--- src/pkg/nlse_pkg.sv ---
package nlse_pkg;

    // ========================================================
    // instruction word layout
    localparam int INSTR_W = 16;
    localparam int OP_MSB  = 15;
    localparam int OP_LSB  = 11;
    localparam int ROW_MSB = 10;
    localparam int ROW_LSB = 8;
    localparam int COL_MSB = 7;
    localparam int COL_LSB = 4;
    localparam int IMM_MSB = 3;
    localparam int IMM_LSB = 0;

    // ========================================================
    // widths and reset values
    localparam int NIB_W  = 4;
    localparam int ADDR_W = 7;
    localparam int OP_W   = 5;
    localparam logic [NIB_W-1:0]  RST_NIB  = 4'h0;
    localparam logic [ADDR_W-1:0] RST_ADDR = 7'h00;
    localparam logic [OP_W-1:0]   RST_OP   = 5'h00;

    // ========================================================
    // operation codes
    localparam logic [OP_W-1:0] OP_OR_RM   = 5'h06;
    localparam logic [OP_W-1:0] OP_OR_MI   = 5'h16;
    localparam logic [OP_W-1:0] OP_AND_RM  = 5'h04;
    localparam logic [OP_W-1:0] OP_AND_MI  = 5'h14;
    localparam logic [OP_W-1:0] OP_XOR_RM  = 5'h05;
    localparam logic [OP_W-1:0] OP_XOR_MI  = 5'h15;
    localparam logic [OP_W-1:0] OP_SKIP_BITS_SET   = 5'h1e;
    localparam logic [OP_W-1:0] OP_SKIP_BITS_CLEAR = 5'h1f;
    localparam logic [OP_W-1:0] OP_SKIP_EQUAL      = 5'h09;
    localparam logic [OP_W-1:0] OP_SKIP_UNEQUAL    = 5'h0b;

    // ========================================================
    // sequencer states
    typedef enum logic [2:0] {
        NLSE_IDLE  = 3'b001,
        NLSE_READ  = 3'b010,
        NLSE_WRITE = 3'b100
    } nlse_state_t;

    function automatic logic nlse_op_known(input logic [OP_W-1:0] op);
        case (op)
            OP_OR_RM, OP_OR_MI, OP_AND_RM, OP_AND_MI, OP_XOR_RM, OP_XOR_MI,
            OP_SKIP_BITS_SET, OP_SKIP_BITS_CLEAR,
            OP_SKIP_EQUAL, OP_SKIP_UNEQUAL: nlse_op_known = 1'b1;
            default:                        nlse_op_known = 1'b0;
        endcase
    endfunction

endpackage

--- src/hw/nlse_alu.sv ---
module nlse_alu (
    // operation and operands
    input  logic [nlse_pkg::OP_W-1:0]  op,
    input  logic [nlse_pkg::NIB_W-1:0] reg_nib,
    input  logic [nlse_pkg::NIB_W-1:0] mem_nib,
    input  logic [nlse_pkg::NIB_W-1:0] imm,
    // outcome
    output logic [nlse_pkg::NIB_W-1:0] result,
    output logic                       wr_reg,
    output logic                       wr_mem,
    output logic                       skip,
    output logic                       clr_flag
);
    import nlse_pkg::*;

    logic [NIB_W-1:0] masked;
    logic [NIB_W-1:0] diff;

    always_comb begin
        masked  = mem_nib & imm;
        diff    = mem_nib - imm;
        result  = RST_NIB;
        wr_reg  = 1'b0;
        wr_mem  = 1'b0;
        skip    = 1'b0;
        clr_flag = 1'b0;
        case (op)
            OP_OR_RM: begin
                result = reg_nib | mem_nib; // RULE1
                wr_reg = 1'b1;
            end
            OP_OR_MI: begin
                result = mem_nib | imm; // RULE2
                wr_mem = 1'b1;
            end
            OP_AND_RM: begin
                result = reg_nib & mem_nib; // RULE3
                wr_reg = 1'b1;
            end
            OP_AND_MI: begin
                result = mem_nib & imm; // RULE4
                wr_mem = 1'b1;
            end
            OP_XOR_RM: begin
                result = reg_nib ^ mem_nib; // RULE5
                wr_reg = 1'b1;
            end
            OP_XOR_MI: begin
                result = mem_nib ^ imm; // RULE6
                wr_mem = 1'b1;
            end
            OP_SKIP_BITS_SET: begin
                skip     = (masked == imm); // RULE7
                clr_flag = 1'b1; // RULE14
            end
            OP_SKIP_BITS_CLEAR: begin
                skip     = (masked == RST_NIB); // RULE8
                clr_flag = 1'b1; // RULE14
            end
            // difference is only tested, never stored
            OP_SKIP_EQUAL:   skip = (diff == RST_NIB); // RULE10
            OP_SKIP_UNEQUAL: skip = (diff != RST_NIB); // RULE11 RULE12
            default: begin
                result = RST_NIB;
            end
        endcase
    end

endmodule

--- src/hw/nlse_exec.sv ---
// What this block does
// RULE1 - register-with-memory OR writes reg OR mem back into the general register.
// RULE2 - opcode 10110 writes mem OR immediate back into the memory nibble.
// RULE3 - opcode 00100 writes reg AND mem into the general register.
// RULE4 - memory-with-immediate AND writes mem AND immediate back to the same nibble.
// RULE5 - opcode 00101 writes reg XOR mem into the general register.
// RULE6 - opcode 10101 writes mem XOR immediate back into the memory nibble.
// RULE7 - opcode 11110 skips the next instruction when mem AND mask equals the mask.
// RULE8 - opcode 11111 skips the next instruction when mem AND mask is zero.
// RULE9 - a skipped instruction is still fetched but changes nothing.
// RULE10 - opcode 01001 subtracts the immediate without storing and skips on zero.
// RULE11 - opcode 01011 is the compare that skips when memory differs from the immediate.
// RULE12 - the not-equal compare skips only on a difference and stores nothing.
// RULE13 - with the index enable flag set the index register is ORed into the address.
// RULE14 - both bit-test skips clear the compare flag, skip taken or not.
// RULE15 - opcode is bits 15..11, row 10..8, column 7..4, operand 3..0.
module nlse_exec (
    // clock and reset
    input  logic                          clk,
    input  logic                          rst_n,
    // instruction stream from fetch
    input  logic                          instr_valid,
    input  logic [nlse_pkg::INSTR_W-1:0]  instr,
    output logic                          instr_ready_r,
    output logic                          skip_next_r,
    // index addressing
    input  logic                          index_enable_flag,
    input  logic [nlse_pkg::ADDR_W-1:0]   index_register,
    // compare flag
    input  logic                          compare_flag_set,
    output logic                          compare_only_flag_r,
    // data memory
    output logic [nlse_pkg::ADDR_W-1:0]   mem_addr_r,
    input  logic [nlse_pkg::NIB_W-1:0]    mem_rd_data,
    output logic                          mem_we_r,
    output logic [nlse_pkg::NIB_W-1:0]    mem_wdata_r,
    // general register file
    output logic [nlse_pkg::NIB_W-1:0]    reg_addr_r,
    input  logic [nlse_pkg::NIB_W-1:0]    reg_rd_data,
    output logic                          reg_we_r,
    output logic [nlse_pkg::NIB_W-1:0]    reg_wdata_r
);
    import nlse_pkg::*;

    // ========================================================
    // decode of the offered word
    logic                 accept;
    logic [OP_W-1:0]      instr_op;
    logic [ADDR_W-1:0]    instr_addr;
    logic [ADDR_W-1:0]    eff_addr;

    assign accept     = instr_valid && instr_ready_r;
    assign instr_op   = instr[OP_MSB:OP_LSB]; // RULE15
    assign instr_addr = {instr[ROW_MSB:ROW_LSB], instr[COL_MSB:COL_LSB]}; // RULE15
    // bank bits stay outside this block; only row and column are indexed
    assign eff_addr   = index_enable_flag ? (instr_addr | index_register)
                                          : instr_addr; // RULE13

    // ========================================================
    // execution unit
    logic [NIB_W-1:0] alu_result;
    logic             alu_wr_reg;
    logic             alu_wr_mem;
    logic             alu_skip;
    logic             alu_clr_flag;
    logic [OP_W-1:0]  op_r;
    logic [OP_W-1:0]  op_nxt;
    logic [NIB_W-1:0] imm_r;
    logic [NIB_W-1:0] imm_nxt;

    nlse_alu u_alu (
        .op      (op_r),
        .reg_nib (reg_rd_data),
        .mem_nib (mem_rd_data),
        .imm     (imm_r),
        .result  (alu_result),
        .wr_reg  (alu_wr_reg),
        .wr_mem  (alu_wr_mem),
        .skip    (alu_skip),
        .clr_flag (alu_clr_flag)
    );

    // ========================================================
    // sequencer: take, read operands, write back
    nlse_state_t       state_r;
    nlse_state_t       state_nxt;
    logic              ready_nxt;
    logic              skip_nxt;
    logic              compare_nxt;
    logic [ADDR_W-1:0] mem_addr_nxt;
    logic              mem_we_nxt;
    logic [NIB_W-1:0]  mem_wdata_nxt;
    logic [NIB_W-1:0]  reg_addr_nxt;
    logic              reg_we_nxt;
    logic [NIB_W-1:0]  reg_wdata_nxt;

    always_comb begin
        state_nxt     = state_r;
        ready_nxt     = instr_ready_r;
        skip_nxt      = skip_next_r;
        compare_nxt   = compare_only_flag_r;
        op_nxt        = op_r;
        imm_nxt       = imm_r;
        mem_addr_nxt  = mem_addr_r;
        mem_we_nxt    = 1'b0;
        mem_wdata_nxt = mem_wdata_r;
        reg_addr_nxt  = reg_addr_r;
        reg_we_nxt    = 1'b0;
        reg_wdata_nxt = reg_wdata_r;
        case (state_r)
            NLSE_IDLE: begin
                if (accept) begin
                    if (skip_next_r) begin
                        // any word fetched under a skip is dropped whole
                        skip_nxt = 1'b0; // RULE9
                    end else if (nlse_op_known(instr_op)) begin
                        op_nxt       = instr_op;
                        imm_nxt      = instr[IMM_MSB:IMM_LSB];
                        reg_addr_nxt = instr[IMM_MSB:IMM_LSB];
                        mem_addr_nxt = eff_addr; // RULE13
                        ready_nxt    = 1'b0;
                        state_nxt    = NLSE_READ;
                    end
                end
            end
            NLSE_READ: begin
                // read ports answer combinationally to the held addresses
                mem_we_nxt    = alu_wr_mem;
                mem_wdata_nxt = alu_result;
                reg_we_nxt    = alu_wr_reg;
                reg_wdata_nxt = alu_result;
                skip_nxt      = alu_skip; // RULE7 RULE8 RULE10 RULE12
                if (alu_clr_flag) begin
                    compare_nxt = 1'b0; // RULE14
                end
                state_nxt = NLSE_WRITE;
            end
            NLSE_WRITE: begin
                ready_nxt = 1'b1;
                state_nxt = NLSE_IDLE;
            end
            default: begin
                ready_nxt = 1'b1;
                state_nxt = NLSE_IDLE;
            end
        endcase
        // an outside set in the clearing cycle is kept
        if (compare_flag_set) begin
            compare_nxt = 1'b1; // RULE14
        end
    end

    always_ff @(posedge clk) begin
        if (!rst_n) begin
            state_r             <= NLSE_IDLE;
            instr_ready_r       <= 1'b1;
            skip_next_r         <= 1'b0;
            compare_only_flag_r <= 1'b0;
            op_r                <= RST_OP;
            imm_r               <= RST_NIB;
            mem_addr_r          <= RST_ADDR;
            mem_we_r            <= 1'b0;
            mem_wdata_r         <= RST_NIB;
            reg_addr_r          <= RST_NIB;
            reg_we_r            <= 1'b0;
            reg_wdata_r         <= RST_NIB;
        end else begin
            state_r             <= state_nxt;
            instr_ready_r       <= ready_nxt;
            skip_next_r         <= skip_nxt;
            compare_only_flag_r <= compare_nxt;
            op_r                <= op_nxt;
            imm_r               <= imm_nxt;
            mem_addr_r          <= mem_addr_nxt;
            mem_we_r            <= mem_we_nxt;
            mem_wdata_r         <= mem_wdata_nxt;
            reg_addr_r          <= reg_addr_nxt;
            reg_we_r            <= reg_we_nxt;
            reg_wdata_r         <= reg_wdata_nxt;
        end
    end

    // ========================================================
    // checks
    logic in_read;
    assign in_read = (state_r == NLSE_READ);

    a_or_reg_write: assert property (@(posedge clk) disable iff (!rst_n)
        in_read && op_r == OP_OR_RM |=> reg_we_r && !mem_we_r &&
        reg_wdata_r == ($past(reg_rd_data) | $past(mem_rd_data))) // RULE1
        else $error("or reg,mem wrong result");

    a_or_mem_write: assert property (@(posedge clk) disable iff (!rst_n)
        in_read && op_r == OP_OR_MI |=> mem_we_r && !reg_we_r &&
        mem_wdata_r == ($past(mem_rd_data) | imm_r)) // RULE2
        else $error("or mem,imm wrong result");

    a_and_reg_write: assert property (@(posedge clk) disable iff (!rst_n)
        in_read && op_r == OP_AND_RM |=> reg_we_r &&
        reg_wdata_r == ($past(reg_rd_data) & $past(mem_rd_data))) // RULE3
        else $error("and reg,mem wrong result");

    a_and_mem_write: assert property (@(posedge clk) disable iff (!rst_n)
        in_read && op_r == OP_AND_MI |=> mem_we_r &&
        mem_wdata_r == ($past(mem_rd_data) & imm_r)) // RULE4
        else $error("and mem,imm wrong result");

    a_xor_reg_write: assert property (@(posedge clk) disable iff (!rst_n)
        in_read && op_r == OP_XOR_RM |=> reg_we_r &&
        reg_wdata_r == ($past(reg_rd_data) ^ $past(mem_rd_data))) // RULE5
        else $error("xor reg,mem wrong result");

    a_xor_mem_write: assert property (@(posedge clk) disable iff (!rst_n)
        in_read && op_r == OP_XOR_MI |=> mem_we_r &&
        mem_wdata_r == ($past(mem_rd_data) ^ imm_r)) // RULE6
        else $error("xor mem,imm wrong result");

    a_bits_set_skip: assert property (@(posedge clk) disable iff (!rst_n)
        in_read && op_r == OP_SKIP_BITS_SET |=> !mem_we_r && !reg_we_r &&
        skip_next_r == (($past(mem_rd_data) & imm_r) == imm_r)) // RULE7
        else $error("bit-set skip decision wrong");

    a_bits_clr_skip: assert property (@(posedge clk) disable iff (!rst_n)
        in_read && op_r == OP_SKIP_BITS_CLEAR |=> !mem_we_r &&
        skip_next_r == (($past(mem_rd_data) & imm_r) == RST_NIB)) // RULE8
        else $error("bit-clear skip decision wrong");

    a_skipped_is_nop: assert property (@(posedge clk) disable iff (!rst_n)
        accept && skip_next_r |=> state_r == NLSE_IDLE && !skip_next_r ##0
        (!mem_we_r && !reg_we_r) [*2]) // RULE9
        else $error("skipped word had an effect");

    a_equal_skip: assert property (@(posedge clk) disable iff (!rst_n)
        in_read && op_r == OP_SKIP_EQUAL |=> !mem_we_r && !reg_we_r &&
        skip_next_r == ($past(mem_rd_data) == imm_r)) // RULE10
        else $error("equal compare skip wrong");

    a_unequal_skip: assert property (@(posedge clk) disable iff (!rst_n)
        in_read && op_r == OP_SKIP_UNEQUAL |=> !mem_we_r && !reg_we_r &&
        skip_next_r == ($past(mem_rd_data) != imm_r)) // RULE11 RULE12
        else $error("unequal compare skip wrong");

    a_index_address: assert property (@(posedge clk) disable iff (!rst_n)
        accept && !skip_next_r && nlse_op_known(instr_op) |=>
        mem_addr_r == ($past(index_enable_flag) ?
            ($past(instr_addr) | $past(index_register)) : $past(instr_addr))) // RULE13
        else $error("effective address wrong");

    a_compare_cleared: assert property (@(posedge clk) disable iff (!rst_n)
        in_read && !compare_flag_set &&
        (op_r == OP_SKIP_BITS_SET || op_r == OP_SKIP_BITS_CLEAR)
        |=> !compare_only_flag_r) // RULE14
        else $error("bit test left compare flag set");

    // an outside set must beat the bit-test clear in the same cycle
    a_compare_set_wins: assert property (@(posedge clk) disable iff (!rst_n)
        compare_flag_set |=> compare_only_flag_r) // RULE14
        else $error("outside set of compare flag lost");

    a_field_decode: assert property (@(posedge clk) disable iff (!rst_n)
        accept && !skip_next_r && nlse_op_known(instr_op) |=>
        op_r == $past(instr[OP_MSB:OP_LSB]) &&
        reg_addr_r == $past(instr[IMM_MSB:IMM_LSB]) ##2 instr_ready_r) // RULE15
        else $error("field decode or sequencing wrong");

endmodule

--- config.mk ---
export PLATFORM = sky130hd
export DESIGN_NAME = nlse_exec
export DESIGN_NICKNAME = d
export VERILOG_FILES = /design/src/pkg/nlse_pkg.sv /design/src/hw/nlse_alu.sv /design/src/hw/nlse_exec.sv
export SDC_FILE = /design/constraint.sdc
export NUM_CORES = 1
export LEC_CHECK = 0
export BUFFER_PORTS_ARGS = -buffer_cell sky130_fd_sc_hd__buf_2
export CAP_MARGIN = 20
export CORE_MARGIN = 1.5
export CORE_UTILIZATION = 28
export CTS_BUF_LIST = sky130_fd_sc_hd__clkbuf_16
export CTS_CLUSTER_DIAMETER = 30
export DETAILED_ROUTE_END_ITERATION = 7
export PLACE_DENSITY_LB_ADDON = 0.2
export SLEW_MARGIN = 10
export SYNTH_ARGS = -nofsm -noshare
export SYNTH_HDL_FRONTEND = slang
export SYNTH_SLANG_ARGS = --single-unit
--- constraint.sdc ---
create_clock -name clk -period 1.6 [get_ports clk]
set_input_delay 0.24 -clock clk [delete_from_list [all_inputs] [get_ports clk]]
set_output_delay 0.24 -clock clk [all_outputs]
set_load 0.01 [all_outputs]
# Yosys cells after proc, flatten, opt, wreduce, memory -nomap -nowiden
# Memories as Yosys holds them, arrays and structs flattened.
# Cells that the tools add are included.
[classes]
add_sub_neg = 1
eq_ne = 16
mux = 22
bitwise_logic = 9
reduce_logical = 16
[op_table]
columns = ["operator", "n"]
rows = [
  ["== test 5 bit (second input constant)", 5],
  ["one-hot mux 4 bit (6 select lines)", 1],
  ["== test 5 x 3 -> 1 bit (second input constant)", 3],
  ["two-way mux 1 bit", 13],
  ["== test 5 x 4 -> 1 bit (second input constant)", 2],
  ["two-way mux 3 bit", 3],
  ["AND 4 bit", 2],
  ["logical NOT 4 bit", 2],
  ["bitwise OR 4 bit", 2],
  ["AND reduction 4 bit", 2],
  ["XOR 4 bit", 2],
  ["two-way mux 7 bit", 1],
  ["bitwise OR 7 bit", 1],
  ["!= test 2 bit (second input constant)", 3],
  ["one-hot mux 3 bit (2 select lines)", 1],
  ["AND reduction 2 bit", 3],
  ["nonzero test 2 bit", 3],
  ["OR reduction 3 bit", 2],
  ["== test 4 bit", 1],
  ["one-hot mux 1 bit (2 select lines)", 2],
  ["one-hot mux 1 bit (4 select lines)", 1],
  ["nonzero test 4 bit", 1],
  ["subtractor 4 bit", 1],
  ["== test 3 x 1 -> 1 bit (second input constant)", 1],
  ["other kinds (5)", 6],
]
[word_totals]
regBits = 28
romBits = 32
input_bits = 36
out_inout_bits = 24
wordCells = 75
mem_count = 1
[memory_table]
columns = ["name", "words", "width", "read_ports", "rd_clocked_by_memory_dff", "write_ports", "line_no", "source"]
rows = [
  ["(no name shown)", 32, 1, 1, 0, 0, "nlse_pkg.sv:46", "case (op)"],
]

# Longest topological paths before layout
# An unclocked memory read counts as a cell.
[depth]
word_depth = 8
depth_mapped = 6
mapped_depth_nobuf = 6

# Modules after synthesis
# From an unflattened synthesis, not the netlist that was laid out.
[hier_totals]
cells_unflattened = 193
hier_area_um2 = 1734.2
[modules_own_cells]
columns = ["mod", "n_inst", "cells_per_inst", "area_each_um2", "seq_area_each_um2"]
rows = [
  ["nlse_exec", 1, 118, 1177.4, 560.5],
  ["nlse_alu", 1, 75, 556.8, 0.0],
]

# Worst setup path after synthesis
# OpenSTA, ideal clock, no wires.
[synth_timing]
path_type = "reg-to-reg"
from = "reg imm_r[3]"
to = "reg skip_next_r"
setup_time_ns = 0.082
arrival_ns = 1.629
required_time_ns = 1.518
setup_slack_ns = -0.112
path_stages_with_launch = 6
path_buffers = 0
synth_period_minus_slack_ns = 1.712
cell_sequence = "dfxtp_1 > ha_1 > xor2_1 > or3_1 > a2111o_1 > o221ai_1"
[synth_between]
elab_chain_cells = 4
word_cells_on_any_way = 8
cone_classes = "1 x add/sub; 1 x eq/ne; 2 x mux; 1 x bitwise; 3 x reduce/logical"
[synth_rtl]
columns = ["item", "line_no", "source"]
rows = [
  ["from (decl)", "nlse_exec.sv:68", "logic [NIB_W-1:0] imm_r;"],
  ["from (signal assigned)", "nlse_exec.sv:173", "imm_r <= imm_nxt;"],
  ["subtractor 4 bit / AND 4 bit (equally long branches)", "nlse_alu.sv:21, nlse_alu.sv:20", ""],
  ["nonzero test 4 bit, or another cell as far along", "nlse_alu.sv:62", "OP_SKIP_UNEQUAL: skip = (diff != RST_NIB);"],
  ["one-hot mux 1 bit (4 select lines) (*)", "nlse_alu.sv:27", "case (op)"],
  ["one-hot mux 1 bit (2 select lines) (*)", "nlse_exec.sv:110", "case (state_r)"],
  ["to (signal assigned)", "nlse_exec.sv:170", "skip_next_r <= skip_nxt;"],
  ["to (decl)", "nlse_exec.sv:25", "output logic skip_next_r,"],
]
# Every way passes the cells marked *; elsewhere a longest branch is shown, timed or not.
# A chain may end at the register's enable or synchronous reset.

# Final worst setup path
[layout_timing]
from = "reg imm_r[2]"
to = "reg skip_next_r"
# Same word-level chain as after synthesis.

==> flow_summary.json <==
{
  "outcome": "complete, no violations",
  "die_w_um": 82.8,
  "ys_types": 54,
  "synth_area_um2": 1780,
  "ir_drop_uv": 458,
  "synth_top_area_cell": "dfxtp_1",
  "crit_arrival_ns": 1.74,
  "max-clock-path-buffers": 2,
  "power.static_leakage_nw": 1.15,
  "critical_path_class": "flop to flop",
  "detail_route.wl_per_cell_um": 12.4,
  "path_cells": "ha_1, or3_4, a2111o_1, o221ai_2",
  "dpl_worst_slack_ns": -0.131,
  "grtUsageTotal_pct": 13.0,
  "power.density_nw_per_um2": 762,
  "io_pins": 60,
  "placed_area_um2": 2240,
  "critPathSlowestCell": "or3_4",
  "syn_inst": 200,
  "path_buf_inv": 0,
  "dp_cells": 338,
  "placementRows": 28,
  "ys_seq_area_share_pct": 31.5,
  "drc": 0,
  "drt_iter0_drc": 49,
  "fin_crit_ns": 1.55,
  "worst-slew-pin-transition_ns": 0.570,
  "setup_viol": 0,
  "via_count": 1590,
  "synth_top_area_share_pct": 31.5,
  "fin_skew_ns": 0.00618,
  "fp.coreArea_um2": 6030,
  "via_per_inst": 4.65,
  "h-tree-depth": 1,
  "end_kind": "flop",
  "hold_class": "input pin to flop",
  "start_kind": "flop",
  "final_common_cell": "buf_2",
  "grt_pass1_vias": 1492,
  "relSlewSlack_pct": 62.0,
  "ys_ff_latch": 28,
  "power_w": 0.00181,
  "grt_max_degree": 24,
  "clock_sinks": 28,
  "ant_nets": 0,
  "n_antenna_cell": 0,
  "cts_tree": "done",
  "stdcell_count": 342,
  "firstDrtPassIters": 4,
  "drv_cap": 0,
  "rsz0062_at_grt": "yes",
  "synth-main-ff-cell": "dfxtp_1",
  "die_h_um": 82.8,
  "final_cell_mix": "buf_2, nand2_1, dfxtp_1",
  "avgSynthCellArea_um2": 8.91,
  "cts_root_buffer": "clkbuf_16",
  "gp_routability_congestion": 0.765,
  "slew_viol_final": 0,
  "postLayoutCoreUtil_pct": 39.5,
  "required_ns": 1.79,
  "yosys_warnings": 0,
  "critPathTopFamily": "compound AO/OA/AOI/OAI gates",
  "grt_pass1_wl_mm": 6.87,
  "dpl.hpwl_mm": 3.37,
  "final_nets": 315,
  "critical_path.max_fanout": 4,
  "fmax_mhz": 644,
  "synthesis.nets": 247,
  "hold_viol_final": 0,
  "fin_crit_sh_pct": 97.1,
  "grt-ovfl-total": 0,
  "clock_latency_ns": 0.26,
  "start_util_pct": 29.6,
  "drive_gt1_share_pct": 39.3,
  "cts_setup_buffers": 0,
  "cts_buffers": 3,
  "port_buffers": 59,
  "routed_wl_mm": 4.24,
  "cp_slowest_stage_delay_ns": 0.39,
  "synth_edf_count": 0,
  "die_area_um2": 6850,
  "clk_pin_slew_ns": 0.07,
  "async_reset_ff_share_pct": 0,
  "design_area_um2": 2380,
  "cts_hold_buf": 0,
  "synth.area.top_cells": "dfxtp_1, mux2i_1, nand2_1",
  "syn_to_final_growth_pct": 33.4,
  "grt_antenna_before_repair": 0,
  "setup_ws_ns": 0.0467
}
[stage by stage]
stage	hold slack, ns	TNS (ns)
finish	0.188	0
global route	0.184	0
CTS	0.183	0
detailed placement	0.450	-0.131
global placement	0.443	-0.103
floorplan	0.357	0
[layout make-up]
class / count / area [µm²]
Fill cell: 634 / 3650
Multi-Input combinational cell: 151 / 1150
Sequential cell: 28 / 572
Timing Repair Buffer: 76 / 423
Tap cell: 75 / 93.8
Clock buffer: 3 / 75.1
Clock inverter: 1 / 30.0
Inverter: 8 / 30.0
[routing by layer]
metal  wire length, µm  share of wire [%]  GRT usage (%)
met1              2180                 51           18.6
met3               180                4.2           2.40
met2              1870                 44           20.7
met5                 0                  0              0
met4                14               0.33           2.00
[sequential cells by signal, summed over array words and instances (netlist names)]
| signal | flops |
|---|---|
| compare_only_flag_r | 1 |
| imm_r | 4 |
| instr_ready_r | 1 |
| mem_addr_r | 7 |
| mem_we_r | 1 |
| op_r | 5 |
| reg_wdata_r | 4 |
| reg_we_r | 1 |
| skip_next_r | 1 |
| state_r | 3 |
[synthesized netlist by cell type, types with 2 or more instances]
cell type  instances
nor2_1             7
ha_1              11
nand3_1            6
o21ai_0            2
clkbuf_1           4
a21o_1             8
a21oi_1            3
and2_1             2
mux2i_1           18
buf_2              4
dfxtp_1           28
nand2b_4           2
nor3_1             3
and3_1             2
o21ai_1            2
xnor2_1            3
o211ai_1           2
nand2_1           45
inv_1              7
o21a_1             3
o2111ai_1          2
buf_4              4
[cells by family (layout without fill, tap and decap cells)]
group           count (synthesis)  after routing  synth area share (%)
compound gates                 36             36                  16.6
xor+xnor                        4              4                  1.97
fa+ha+maj                      12             12                  8.29
buf+inv                        21             88                  6.18
flops                          28             28                  31.5
mux                            19             19                  10.7
simple gates                   80             80                  24.7
[worst paths after layout]
check	slack, ns	to	start	cells after the start
setup / recovery	0.05	skip_next_r	imm_r[2]	4
hold / removal	0.19	compare_only_flag_r	compare_flag_set	3
hold reg to reg	0.46	mem_addr_r[6]	mem_addr_r[6]	2
setup reg to reg	0.05	skip_next_r	imm_r[2]	4
[timing repair]
item                                    in CTS  in global routing
pin swaps                                    1                  0
resized for setup                            0                  8
endpoints found under the setup margin       1                  2
[worst reg2reg max path, delay by kind of cell (launching register included)]
| family | cells | cell delay (ns) |
|---|---|---|
| adders and majority gates | 1 | 0.29 |
| AOI/OAI and AO/OA | 2 | 0.44 |
| and+or+nand+nor | 1 | 0.39 |
| DFF | 1 | 0.36 |
[power breakdown]
group / switching, W / internal, W
Clock: 0.000240 / 0.000498
Sequential: 0.0000287 / 0.000722
Combinational: 0.000161 / 0.000161
Total: 0.000430 / 0.00138
(Power assumes the default switching activity.)
